**src/rtl/ua_regs_defines.vh**
```
// Constants for the two-channel serial port register block
// What this block does
// - Offset 0x00 read gives buffer, write loads hold
// - Hold and receive buffer are eight bits
// - Two identical channels at two fixed bases
// - Enable register holds six source enables
// - Disabled sources never signal an interrupt
// - Identity register read-only, resets to 0x01
// - Pending bit is low while interrupt pending
// - Only highest priority pending source is reported, but shift empty with DMA transmit done share one code
// - Line error, receive, hold empty, shift empty, then DMA
// - Line error code clears on status read
// - Receive code clears on buffer or identity read
// - Hold empty clears on hold write, identity read
// - Shift empty flag bit 3, same clears
// - DMA done codes clear on identity read
// - Baud divisor register, 16 bits, reset zero
// - Baud fraction register, reset zero
// - Frame gap delay register, reset zero
`ifndef UA_REGS_DEFINES_VH
`define UA_REGS_DEFINES_VH

// ****************************************
// Channel pages (bases 0x4000_8000, 0x4000_8100)
// ****************************************
`define UA_CH0_PAGE      24'h400080
`define UA_CH1_PAGE      24'h400081

// ****************************************
// Register offsets
// ****************************************
`define UA_OFF_DATA      8'h00
`define UA_OFF_IEN       8'h04
`define UA_OFF_IID       8'h08
`define UA_OFF_LCTL      8'h0C
`define UA_OFF_DCTL      8'h10
`define UA_OFF_LSTAT     8'h14
`define UA_OFF_RSVD      8'h18
`define UA_OFF_SCRATCH   8'h1C
`define UA_OFF_BDIV      8'h20
`define UA_OFF_BFRAC     8'h24
`define UA_OFF_GAP       8'h30

// ****************************************
// Reset values
// ****************************************
`define UA_RST_BYTE      8'h00
`define UA_RST_DIV       16'h0000
`define UA_RST_IID       8'h01

// ****************************************
// Source bit positions (enable and flag layout)
// ****************************************
`define UA_SRC_RX        0
`define UA_SRC_HOLD      1
`define UA_SRC_LINE      2
`define UA_SRC_SHIFT     3
`define UA_SRC_DMARX     4
`define UA_SRC_DMATX     5
`define UA_SRC_W         6

// ****************************************
// Identity codes, bits 4..0
// ****************************************
`define UA_ID_NONE       5'h01
`define UA_ID_LINE       5'h06
`define UA_ID_RX         5'h04
`define UA_ID_HOLD       5'h02
`define UA_ID_SHIFT      5'h10
`define UA_ID_DMARX      5'h0C
`define UA_ID_DMATX      5'h0A
`define UA_ID_SHIFTDMA   5'h1A

`endif

```
**src/rtl/ua_int_prio.v**
```verilog
// Interrupt source priority encoder for one channel
`timescale 1ns/100ps
`include "ua_regs_defines.vh"

module ua_int_prio (
    // Enabled pending sources
    input  wire [5:0] srcAct,
    // Identity code and sources an identity read clears
    output reg  [4:0] idCode,
    output reg  [5:0] idSrc
);

    always @* begin
        idCode = `UA_ID_NONE;
        idSrc  = 6'h00;
        if (srcAct[`UA_SRC_LINE]) begin
            idCode = `UA_ID_LINE;
            // Left set: only a line status read clears it
            idSrc  = 6'h00;
        end else if (srcAct[`UA_SRC_RX]) begin
            idCode = `UA_ID_RX;
            idSrc  = 6'h01;
        end else if (srcAct[`UA_SRC_HOLD]) begin
            idCode = `UA_ID_HOLD;
            idSrc  = 6'h02;
        end else if (srcAct[`UA_SRC_SHIFT] &&
                     srcAct[`UA_SRC_DMATX]) begin
            idCode = `UA_ID_SHIFTDMA;
            idSrc  = 6'h28;
        end else if (srcAct[`UA_SRC_SHIFT]) begin
            idCode = `UA_ID_SHIFT;
            idSrc  = 6'h08;
        end else if (srcAct[`UA_SRC_DMARX]) begin
            idCode = `UA_ID_DMARX;
            idSrc  = 6'h10;
        end else if (srcAct[`UA_SRC_DMATX]) begin
            idCode = `UA_ID_DMATX;
            idSrc  = 6'h20;
        end
    end

endmodule

```
**src/rtl/ua_regs_irq.v**
```verilog
// Two-channel serial port registers, APB slave, interrupt identity
`timescale 1ns/100ps
`include "ua_regs_defines.vh"

module ua_regs_irq (
    // Clock and reset
    input  wire        clk,
    input  wire        rst_b,
    // APB slave
    input  wire [31:0] paddr,
    input  wire        psel,
    input  wire        penable,
    input  wire        pwrite,
    input  wire [31:0] pwdata,
    output reg  [31:0] prdata,
    output reg         pready,
    output reg         pslverr,
    // Serial engine events, one bit per channel; received byte and line status, eight bits per channel
    input  wire [1:0]  rxEvent,
    input  wire [15:0] rxByte,
    input  wire [1:0]  lineErrEvent,
    input  wire [1:0]  holdEmptyEvent,
    input  wire [1:0]  shiftEmptyEvent,
    input  wire [1:0]  dmaRxDoneEvent,
    input  wire [1:0]  dmaTxDoneEvent,
    input  wire [15:0] lineStatus,
    // Transmit hold and line status read pulse toward the serial engine
    output reg  [15:0] txHoldData,
    output reg  [1:0]  txHoldStrobe,
    output reg  [1:0]  lineStatusRead,
    // Configuration toward the serial engine
    output reg  [15:0] lineControl,
    output reg  [15:0] dataControl,
    output reg  [31:0] baudDivisor,
    output reg  [15:0] baudFraction,
    output reg  [15:0] frameGapDelay,
    // Interrupt requests
    output reg  [1:0]  irq
);

    // ****************************************
    // Storage
    // ****************************************
    reg  [7:0]  rxBuf_reg   [0:1];
    reg  [5:0]  ienable_reg [0:1];
    reg  [7:0]  scratch_reg [0:1];
    reg  [5:0]  flag_reg    [0:1];
    reg  [11:0] capClr_reg;
    reg  [11:0] clrMask;
    reg  [31:0] readMux;

    wire [11:0] setMask;
    wire [11:0] srcAct;
    wire [9:0]  idCode;
    wire [11:0] idSrc;

    integer ch;

    // ****************************************
    // Address decode
    // ****************************************
    wire [7:0] offs   = paddr[7:0];
    wire       chSel  = paddr[8];
    wire       pageOk = (paddr[31:8] == {`UA_CH0_PAGE}) ||
                        (paddr[31:8] == {`UA_CH1_PAGE});
    wire       accPh  = psel & penable;
    wire       start  = accPh & ~pready;
    wire       done   = accPh & pready;

    // Offset is mapped for the given direction
    function isMapped;
        input [7:0] o;
        input       wr;
        begin
            if (o == `UA_OFF_DATA || o == `UA_OFF_IEN ||
                o == `UA_OFF_LCTL || o == `UA_OFF_DCTL ||
                o == `UA_OFF_SCRATCH || o == `UA_OFF_BDIV ||
                o == `UA_OFF_BFRAC || o == `UA_OFF_GAP) begin
                isMapped = 1'b1;
            end else if (o == `UA_OFF_IID ||
                         o == `UA_OFF_LSTAT ||
                         o == `UA_OFF_RSVD) begin
                // Read-only and reserved words ignore writes
                isMapped = 1'b1;
            end else begin
                isMapped = 1'b0;
            end
            isMapped = isMapped & ~wr | isMapped & wr;
        end
    endfunction

    wire hitOk = pageOk & (paddr[1:0] == 2'b00) & isMapped(offs, pwrite);

    // ****************************************
    // Event sources and identity per channel
    // ****************************************
    genvar g;
    generate
        for (g = 0; g < 2; g = g + 1) begin : gCh
            assign setMask[g*6 +: 6] = {dmaTxDoneEvent[g],
                                        dmaRxDoneEvent[g],
                                        shiftEmptyEvent[g],
                                        lineErrEvent[g],
                                        holdEmptyEvent[g],
                                        rxEvent[g]};
            // Flags stay stored; enable only gates reporting
            assign srcAct[g*6 +: 6] = flag_reg[g] &
                                      ienable_reg[g];
            ua_int_prio uPrio (
                .srcAct (srcAct[g*6 +: 6]),
                .idCode (idCode[g*5 +: 5]),
                .idSrc  (idSrc[g*6 +: 6])
            );
        end
    endgenerate

    // ****************************************
    // Read data selection
    // ****************************************
    always @* begin
        readMux = 32'h0000_0000;
        if (offs == `UA_OFF_DATA) begin
            readMux[7:0] = rxBuf_reg[chSel];
        end else if (offs == `UA_OFF_IEN) begin
            readMux[5:0] = ienable_reg[chSel];
        end else if (offs == `UA_OFF_IID) begin
            readMux[4:0] = idCode[chSel*5 +: 5];
        end else if (offs == `UA_OFF_LCTL) begin
            readMux[7:0] = lineControl[chSel*8 +: 8];
        end else if (offs == `UA_OFF_DCTL) begin
            readMux[7:0] = dataControl[chSel*8 +: 8];
        end else if (offs == `UA_OFF_LSTAT) begin
            readMux[7:0] = lineStatus[chSel*8 +: 8];
        end else if (offs == `UA_OFF_SCRATCH) begin
            readMux[7:0] = scratch_reg[chSel];
        end else if (offs == `UA_OFF_BDIV) begin
            readMux[15:0] = baudDivisor[chSel*16 +: 16];
        end else if (offs == `UA_OFF_BFRAC) begin
            readMux[7:0] = baudFraction[chSel*8 +: 8];
        end else if (offs == `UA_OFF_GAP) begin
            readMux[7:0] = frameGapDelay[chSel*8 +: 8];
        end
    end

    // ****************************************
    // Flag clear masks from completed accesses
    // ****************************************
    always @* begin
        clrMask = 12'h000;
        if (done && hitOk && !pwrite) begin
            if (offs == `UA_OFF_DATA) begin
                clrMask[chSel*6 + `UA_SRC_RX] = 1'b1;
            end else if (offs == `UA_OFF_LSTAT) begin
                clrMask[chSel*6 + `UA_SRC_LINE] = 1'b1;
            end else if (offs == `UA_OFF_IID) begin
                // Only the sources that were reported
                clrMask = capClr_reg;
            end
        end else if (done && hitOk && pwrite &&
                     offs == `UA_OFF_DATA) begin
            clrMask[chSel*6 + `UA_SRC_HOLD]  = 1'b1;
            clrMask[chSel*6 + `UA_SRC_SHIFT] = 1'b1;
        end
    end

    // ****************************************
    // APB handshake: one wait state per access
    // ****************************************
    always @(posedge clk) begin
        if (!rst_b) begin
            prdata     <= 32'h0000_0000;
            pready     <= 1'b0;
            pslverr    <= 1'b0;
            capClr_reg <= 12'h000;
        end else if (start) begin
            pready     <= 1'b1;
            pslverr    <= ~hitOk;
            prdata     <= (hitOk && !pwrite) ? readMux : 32'h0000_0000;
            capClr_reg <= 12'h000;
            if (hitOk && !pwrite && offs == `UA_OFF_IID) begin
                capClr_reg[chSel*6 +: 6] <= idSrc[chSel*6 +: 6];
            end
        end else begin
            pready     <= 1'b0;
            pslverr    <= 1'b0;
            prdata     <= 32'h0000_0000;
        end
    end

    // ****************************************
    // Register writes and flags
    // ****************************************
    always @(posedge clk) begin
        if (!rst_b) begin
            txHoldData     <= 16'h0000;
            txHoldStrobe   <= 2'b00;
            lineStatusRead <= 2'b00;
            lineControl    <= 16'h0000;
            dataControl    <= 16'h0000;
            baudDivisor    <= {`UA_RST_DIV, `UA_RST_DIV};
            baudFraction   <= 16'h0000;
            frameGapDelay  <= 16'h0000;
            irq            <= 2'b00;
            for (ch = 0; ch < 2; ch = ch + 1) begin
                rxBuf_reg[ch]   <= `UA_RST_BYTE;
                ienable_reg[ch] <= 6'h00;
                scratch_reg[ch] <= `UA_RST_BYTE;
                flag_reg[ch]    <= 6'h00;
            end
        end else begin
            txHoldStrobe   <= 2'b00;
            lineStatusRead <= 2'b00;
            for (ch = 0; ch < 2; ch = ch + 1) begin
                // A new event wins over a clear in the same cycle
                flag_reg[ch] <= (flag_reg[ch] & ~clrMask[ch*6 +: 6]) |
                                setMask[ch*6 +: 6];
                if (rxEvent[ch]) begin
                    rxBuf_reg[ch] <= rxByte[ch*8 +: 8];
                end
                // Pending indicator low means a request is up
                irq[ch] <= ~idCode[ch*5];
            end
            if (done && hitOk && !pwrite &&
                offs == `UA_OFF_LSTAT) begin
                lineStatusRead[chSel] <= 1'b1;
            end
            if (done && hitOk && pwrite) begin
                if (offs == `UA_OFF_DATA) begin
                    // Receive buffer is left untouched
                    txHoldData[chSel*8 +: 8] <= pwdata[7:0];
                    txHoldStrobe[chSel]      <= 1'b1;
                end else if (offs == `UA_OFF_IEN) begin
                    ienable_reg[chSel] <= pwdata[5:0];
                end else if (offs == `UA_OFF_LCTL) begin
                    lineControl[chSel*8 +: 8] <= pwdata[7:0];
                end else if (offs == `UA_OFF_DCTL) begin
                    dataControl[chSel*8 +: 8] <= pwdata[7:0];
                end else if (offs == `UA_OFF_SCRATCH) begin
                    scratch_reg[chSel] <= pwdata[7:0];
                end else if (offs == `UA_OFF_BDIV) begin
                    baudDivisor[chSel*16 +: 16] <= pwdata[15:0];
                end else if (offs == `UA_OFF_BFRAC) begin
                    baudFraction[chSel*8 +: 8] <= pwdata[7:0];
                end else if (offs == `UA_OFF_GAP) begin
                    frameGapDelay[chSel*8 +: 8] <= pwdata[7:0];
                end
            end
        end
    end

endmodule

```
**config.mk**
```make
export PLATFORM = sky130hd
export DESIGN_NAME = ua_regs_irq
export DESIGN_NICKNAME = d
export VERILOG_FILES = /design/src/rtl/ua_int_prio.v /design/src/rtl/ua_regs_irq.v
export VERILOG_INCLUDE_DIRS = /design/src /design/src/rtl
export SDC_FILE = /design/constraint.sdc
export NUM_CORES = 1
export LEC_CHECK = 0
export ABC_AREA = 1
export BUFFER_PORTS_ARGS = -buffer_cell sky130_fd_sc_hd__buf_2
export CORE_UTILIZATION = 50
export CTS_BUF_LIST = sky130_fd_sc_hd__clkbuf_4 sky130_fd_sc_hd__clkbuf_8
export DETAILED_ROUTE_END_ITERATION = 8
export GPL_TIMING_DRIVEN = 0
export MAX_ROUTING_LAYER = met4
export PLACE_DENSITY = 0.76
export SLEW_MARGIN = 20
export SYNTH_ARGS = -nofsm -noshare
export SYNTH_HDL_FRONTEND = slang
export SYNTH_SLANG_ARGS = --single-unit
```
**constraint.sdc**
```tcl
create_clock -name clk -period 2.6 [get_ports clk]
set_input_delay 0.52 -clock clk [delete_from_list [all_inputs] [get_ports clk]]
set_output_delay 0.52 -clock clk [all_outputs]
set_load 0.1 [all_outputs]
```
==> qor.log <==
[outcome] result of the run completed
[worst_setup_path] destination of the critical timing path scratch_reg[1][3]
[worst_setup_path] total stage count of the critical path 10
[timing] Max-Slew Margin vs Limit 45.3%
[timing] share of the clock period used by the worst path after layout 94.4%
[placed_design] last weighted congestion value of the routability-driven placer 0.970
[finish] most frequent standard cell in the layout excluding fill and tap cells sky130_fd_sc_hd__nand2_1
[finish] register ranked first by flip-flop count baudDivisor
[drt] total iterations of the first detailed-routing run 6
[worst_setup_path] required time at the endpoint of the critical path 2.81 ns
[timing] count of endpoints failing hold in the final timing report 0
[timing] max-slew violations 0
[global_route] vias in the first global route 9371
[synthesis] top cell type by total area after synthesis sky130_fd_sc_hd__dfxtp_1
[min_path] kind of path behind the tightest hold check in -> reg
[worst_setup_path] type of destination of the critical path flip-flop
[global_route] total routing resource utilization after global routing 34.1%
[worst_setup_path] critical-path cell list buf_2 > nor2_4 > nand3_4 > nor2_2 > nor2_1 > nand3_4 > nand4_4 > nor2_4 > nand3_2 > nand2_2
[clock_network] Reg clk slew, reported paths 0.07 ns
[timing] Final Skew 0.0336 ns
[drt] post-detailed-route DRC marker count 0
[timing] worst-margin pin slew 0.821 ns
[die] Initial Utilization 51.7%
[die] x dimension of the die 142 um
[clock_network] Max Buffers Root-to-Sink 3
[synthesis] Mapped Cells 1341
[power_and_ir_drop] power density relative to cell area 577 nW/um2
[synthesis] summed instance area of the synthesized netlist 9840 um2
[worst_setup_path] endpoint of the worst register-to-register path prdata[11]
[global_route] pin count of the biggest net entering global routing 11
[clock_network] H-tree depth reported by CTS 2
[finish] area of combinational cells with multiple inputs 4440 um2
[drt] vias 10300
[clock_network] clock net sink count 204
[finish] FF+latch area 4520 um2
[worst_setup_path] launch point of the worst reg-to-reg path pready
[worst_setup_path] Bufs and invs on worst path 1
[die] DIE HEIGHT 142 um
[die] Core ar. 19000 um2
[drt] wire length per cell after detailed routing 17.6 um
[drt] wire length after detailed routing 33.6 mm
[worst_setup_path] Slowest-stage cell, CP sky130_fd_sc_hd__nor2_4
[synthesis] cell types with the largest area share after synthesis sky130_fd_sc_hd__dfxtp_1, sky130_fd_sc_hd__edfxtp_1, sky130_fd_sc_hd__nand2_1
[finish] Area growth syn-to-layout 23.3%
[drt] drt first-iter violations 1040
[worst_setup_path] family with the most delay on the worst path simple AND/OR/NAND/NOR gates
[global_route] number of antenna violations at the first check in global routing 1
[placed_design] PortBufs 232
[worst_setup_path] critical setup path kind in -> reg
[finish] fraction of final layout cells sized beyond drive strength 1 23.9%
[synthesis] synth unique cells 42
[drt] count of antenna-violating nets left after detailed routing 0
[global_route] global-route wire length before repair 50.9 mm
[power_and_ir_drop] leakage 5.73 nW
[clock_network] Clk Latency, worst-skew pair 0.54 ns
[finish] # nets final 1738
[timing] crit path time final 2.46 ns
[synthesis] Yosys top cell area share 32.6%
[worst_setup_path] Arr. time, crit path 2.67 ns
[synthesis] Mapped Avg Cell Area 7.34 um2
[synthesis] number of register bits inferred by synthesis 204
[timing] number of setup violations in the final report 0
[timing] Max Fclk 407 MHz
[die] std cell rows 50
[clock_network] TritonCTS clock tree done
[synthesis] yosys warns 0
[worst_setup_path] largest stage delay on the critical path 0.30 ns
[finish] total of fill cells in the finished design 1744
[clock_network] post-CTS setup buffers 0
[run] number of maximum-capacitance constraint violations 0
[die] IO Count 265
[clock_network] CTS buffer count 35
[timing] setup repair after global routing missed its margin no
[drt] via count normalized by instance count 5.40
[die] full die area 20200 um2
[finish] post-layout utilization of the core 63.8%
[worst_setup_path] worst setup path startpoint paddr[1]
[worst_setup_path] critical path launch point type primary input
[placed_design] DP HPWL 25.2 mm
[global_route] total congestion overflow after global routing 0
[synthesis] fraction of the yosys area taken by sequential cells 46.0%
[power_and_ir_drop] peak supply drop 0.406 mV
[timing] final-layout setup total negative slack 0 ns
[clock_network] cell at the root of the clock tree sky130_fd_sc_hd__clkbuf_8
[worst_setup_path] flop-to-flop setup slack 0.36 ns
[finish] Largest register FFs 32
[worst_setup_path] cells on worst reg2reg path 7
[worst_setup_path] largest fanout on the critical path 9
[finish] most used cells in the layout excluding fill and tap cells sky130_fd_sc_hd__nand2_1, sky130_fd_sc_hd__buf_2, sky130_fd_sc_hd__nor2_1
-- area by class of cell --
cell class / instances / area share [%]
Sequential cell: 204 / 37.3
Multi-Input combinational cell: 945 / 36.6
Timing Repair Buffer: 232 / 9.57
Clock buffer: 57 / 5.85
Buffer: 84 / 3.93
Inverter: 123 / 3.81
Tap cell: 260 / 2.68
Clock inverter: 6 / 0.278
Antenna cell: 1 / 0.0206
-- repair_timing --
item,4_1_cts,5_1_grt
hold buffers,0,0
setup endpoints to repair,0,16
resized for setup,0,2
-- cells in the mapped netlist --
library cell,instances
sky130_fd_sc_hd__nand3_4,2
sky130_fd_sc_hd__o21ai_1,1
sky130_fd_sc_hd__nand3_2,7
sky130_fd_sc_hd__dfxtp_1,160
sky130_fd_sc_hd__o311ai_0,1
sky130_fd_sc_hd__nor3b_1,2
sky130_fd_sc_hd__nand3_1,36
sky130_fd_sc_hd__a211oi_1,2
sky130_fd_sc_hd__nor3_1,8
sky130_fd_sc_hd__o22ai_1,1
sky130_fd_sc_hd__nand2_2,14
sky130_fd_sc_hd__a22oi_1,1
sky130_fd_sc_hd__a221oi_1,1
sky130_fd_sc_hd__nand2_1,320
sky130_fd_sc_hd__nor2_2,6
sky130_fd_sc_hd__nor3_2,1
sky130_fd_sc_hd__buf_6,10
sky130_fd_sc_hd__conb_1,1
sky130_fd_sc_hd__inv_2,6
sky130_fd_sc_hd__o211ai_1,20
sky130_fd_sc_hd__o221ai_1,2
sky130_fd_sc_hd__buf_1,4
sky130_fd_sc_hd__nand4_4,1
sky130_fd_sc_hd__o2111ai_1,2
sky130_fd_sc_hd__a21oi_1,112
sky130_fd_sc_hd__clkbuf_1,41
sky130_fd_sc_hd__buf_2,9
sky130_fd_sc_hd__or2_2,9
sky130_fd_sc_hd__buf_4,20
sky130_fd_sc_hd__o21ai_0,56
sky130_fd_sc_hd__edfxtp_1,44
sky130_fd_sc_hd__mux2i_1,5
sky130_fd_sc_hd__a31oi_1,2
sky130_fd_sc_hd__inv_1,115
sky130_fd_sc_hd__nand4_1,58
sky130_fd_sc_hd__clkinv_1,2
sky130_fd_sc_hd__nor2_4,8
sky130_fd_sc_hd__a22o_1,2
sky130_fd_sc_hd__nor2_1,236
sky130_fd_sc_hd__nor4_1,7
sky130_fd_sc_hd__nand2_4,5
sky130_fd_sc_hd__nor2_8,1
-- worst min path at each step --
stage             startpoint              to  slack (ns)  cells after the start
2_1_floorplan  capClr_reg[2]   capClr_reg[2]        0.41                      2
3_3_place_gp   capClr_reg[2]   capClr_reg[2]        0.42                      2
3_5_place_dp   capClr_reg[2]   capClr_reg[2]        0.43                      2
4_1_cts           rxEvent[0]  flag_reg[0][0]        0.20                      3
5_1_grt           rxEvent[0]  flag_reg[0][0]        0.21                      3
6_report          rxEvent[0]  flag_reg[0][0]        0.21                      3
-- cell families after synthesis --
| kind of cell | count (synthesis) | share of synthesized area [%] |
|---|---|---|
| multiplexers | 5 | 0.509 |
| other | 1 | 0.0381 |
| AND/OR/NAND/NOR | 721 | 32.7 |
| buffers and inverters | 207 | 9.54 |
| flip-flops | 204 | 46.0 |
| AO/OA/AOI/OAI | 203 | 11.3 |
-- report_power, final --
part / leakage [nW] / internal [mW] / switching (mW)
Combinational: 3.59 / 0.145 / 0.456
Sequential: 1.75 / 3.29 / 0.0258
Clock: 0.394 / 1.73 / 1.35
-- metal layers --
| layer | wire, um | vias up | global-route usage [%] |
|---|---|---|---|
| met4 | 1230 | 0 | 14.2 |
| li1 | - | 4911 | - |
| met2 | 15000 | 672 | 52.6 |
| met3 | 3850 | 107 | 7.00 |
| met1 | 13500 | 4632 | 43.6 |
| met5 | 0 | - | - |
-- stage by stage --
stage	std cells	hold WS, ns	cell area [um2]	power [mW]	setup WS (ns)
6_report	1912	0.214	12100	7.00	0.145
2_1_floorplan	1356	0.410	9890	3.75	0.0634
3_3_place_gp	1848	0.420	11400	3.96	-0.421
4_1_cts	1911	0.203	12100	6.99	0.0583
5_1_grt	1912	0.208	12100	7.19	0.0620
3_5_place_dp	1848	0.430	11400	3.97	-0.478
-- tightest hold or removal path: cells and delay by family --
| family | cells | cell delay (ns) |
|---|---|---|
| and+or+nand+nor | 2 | 0.11 |
| buffers and inverters | 1 | 0.09 |
Power figures use the tool's default switching activity.
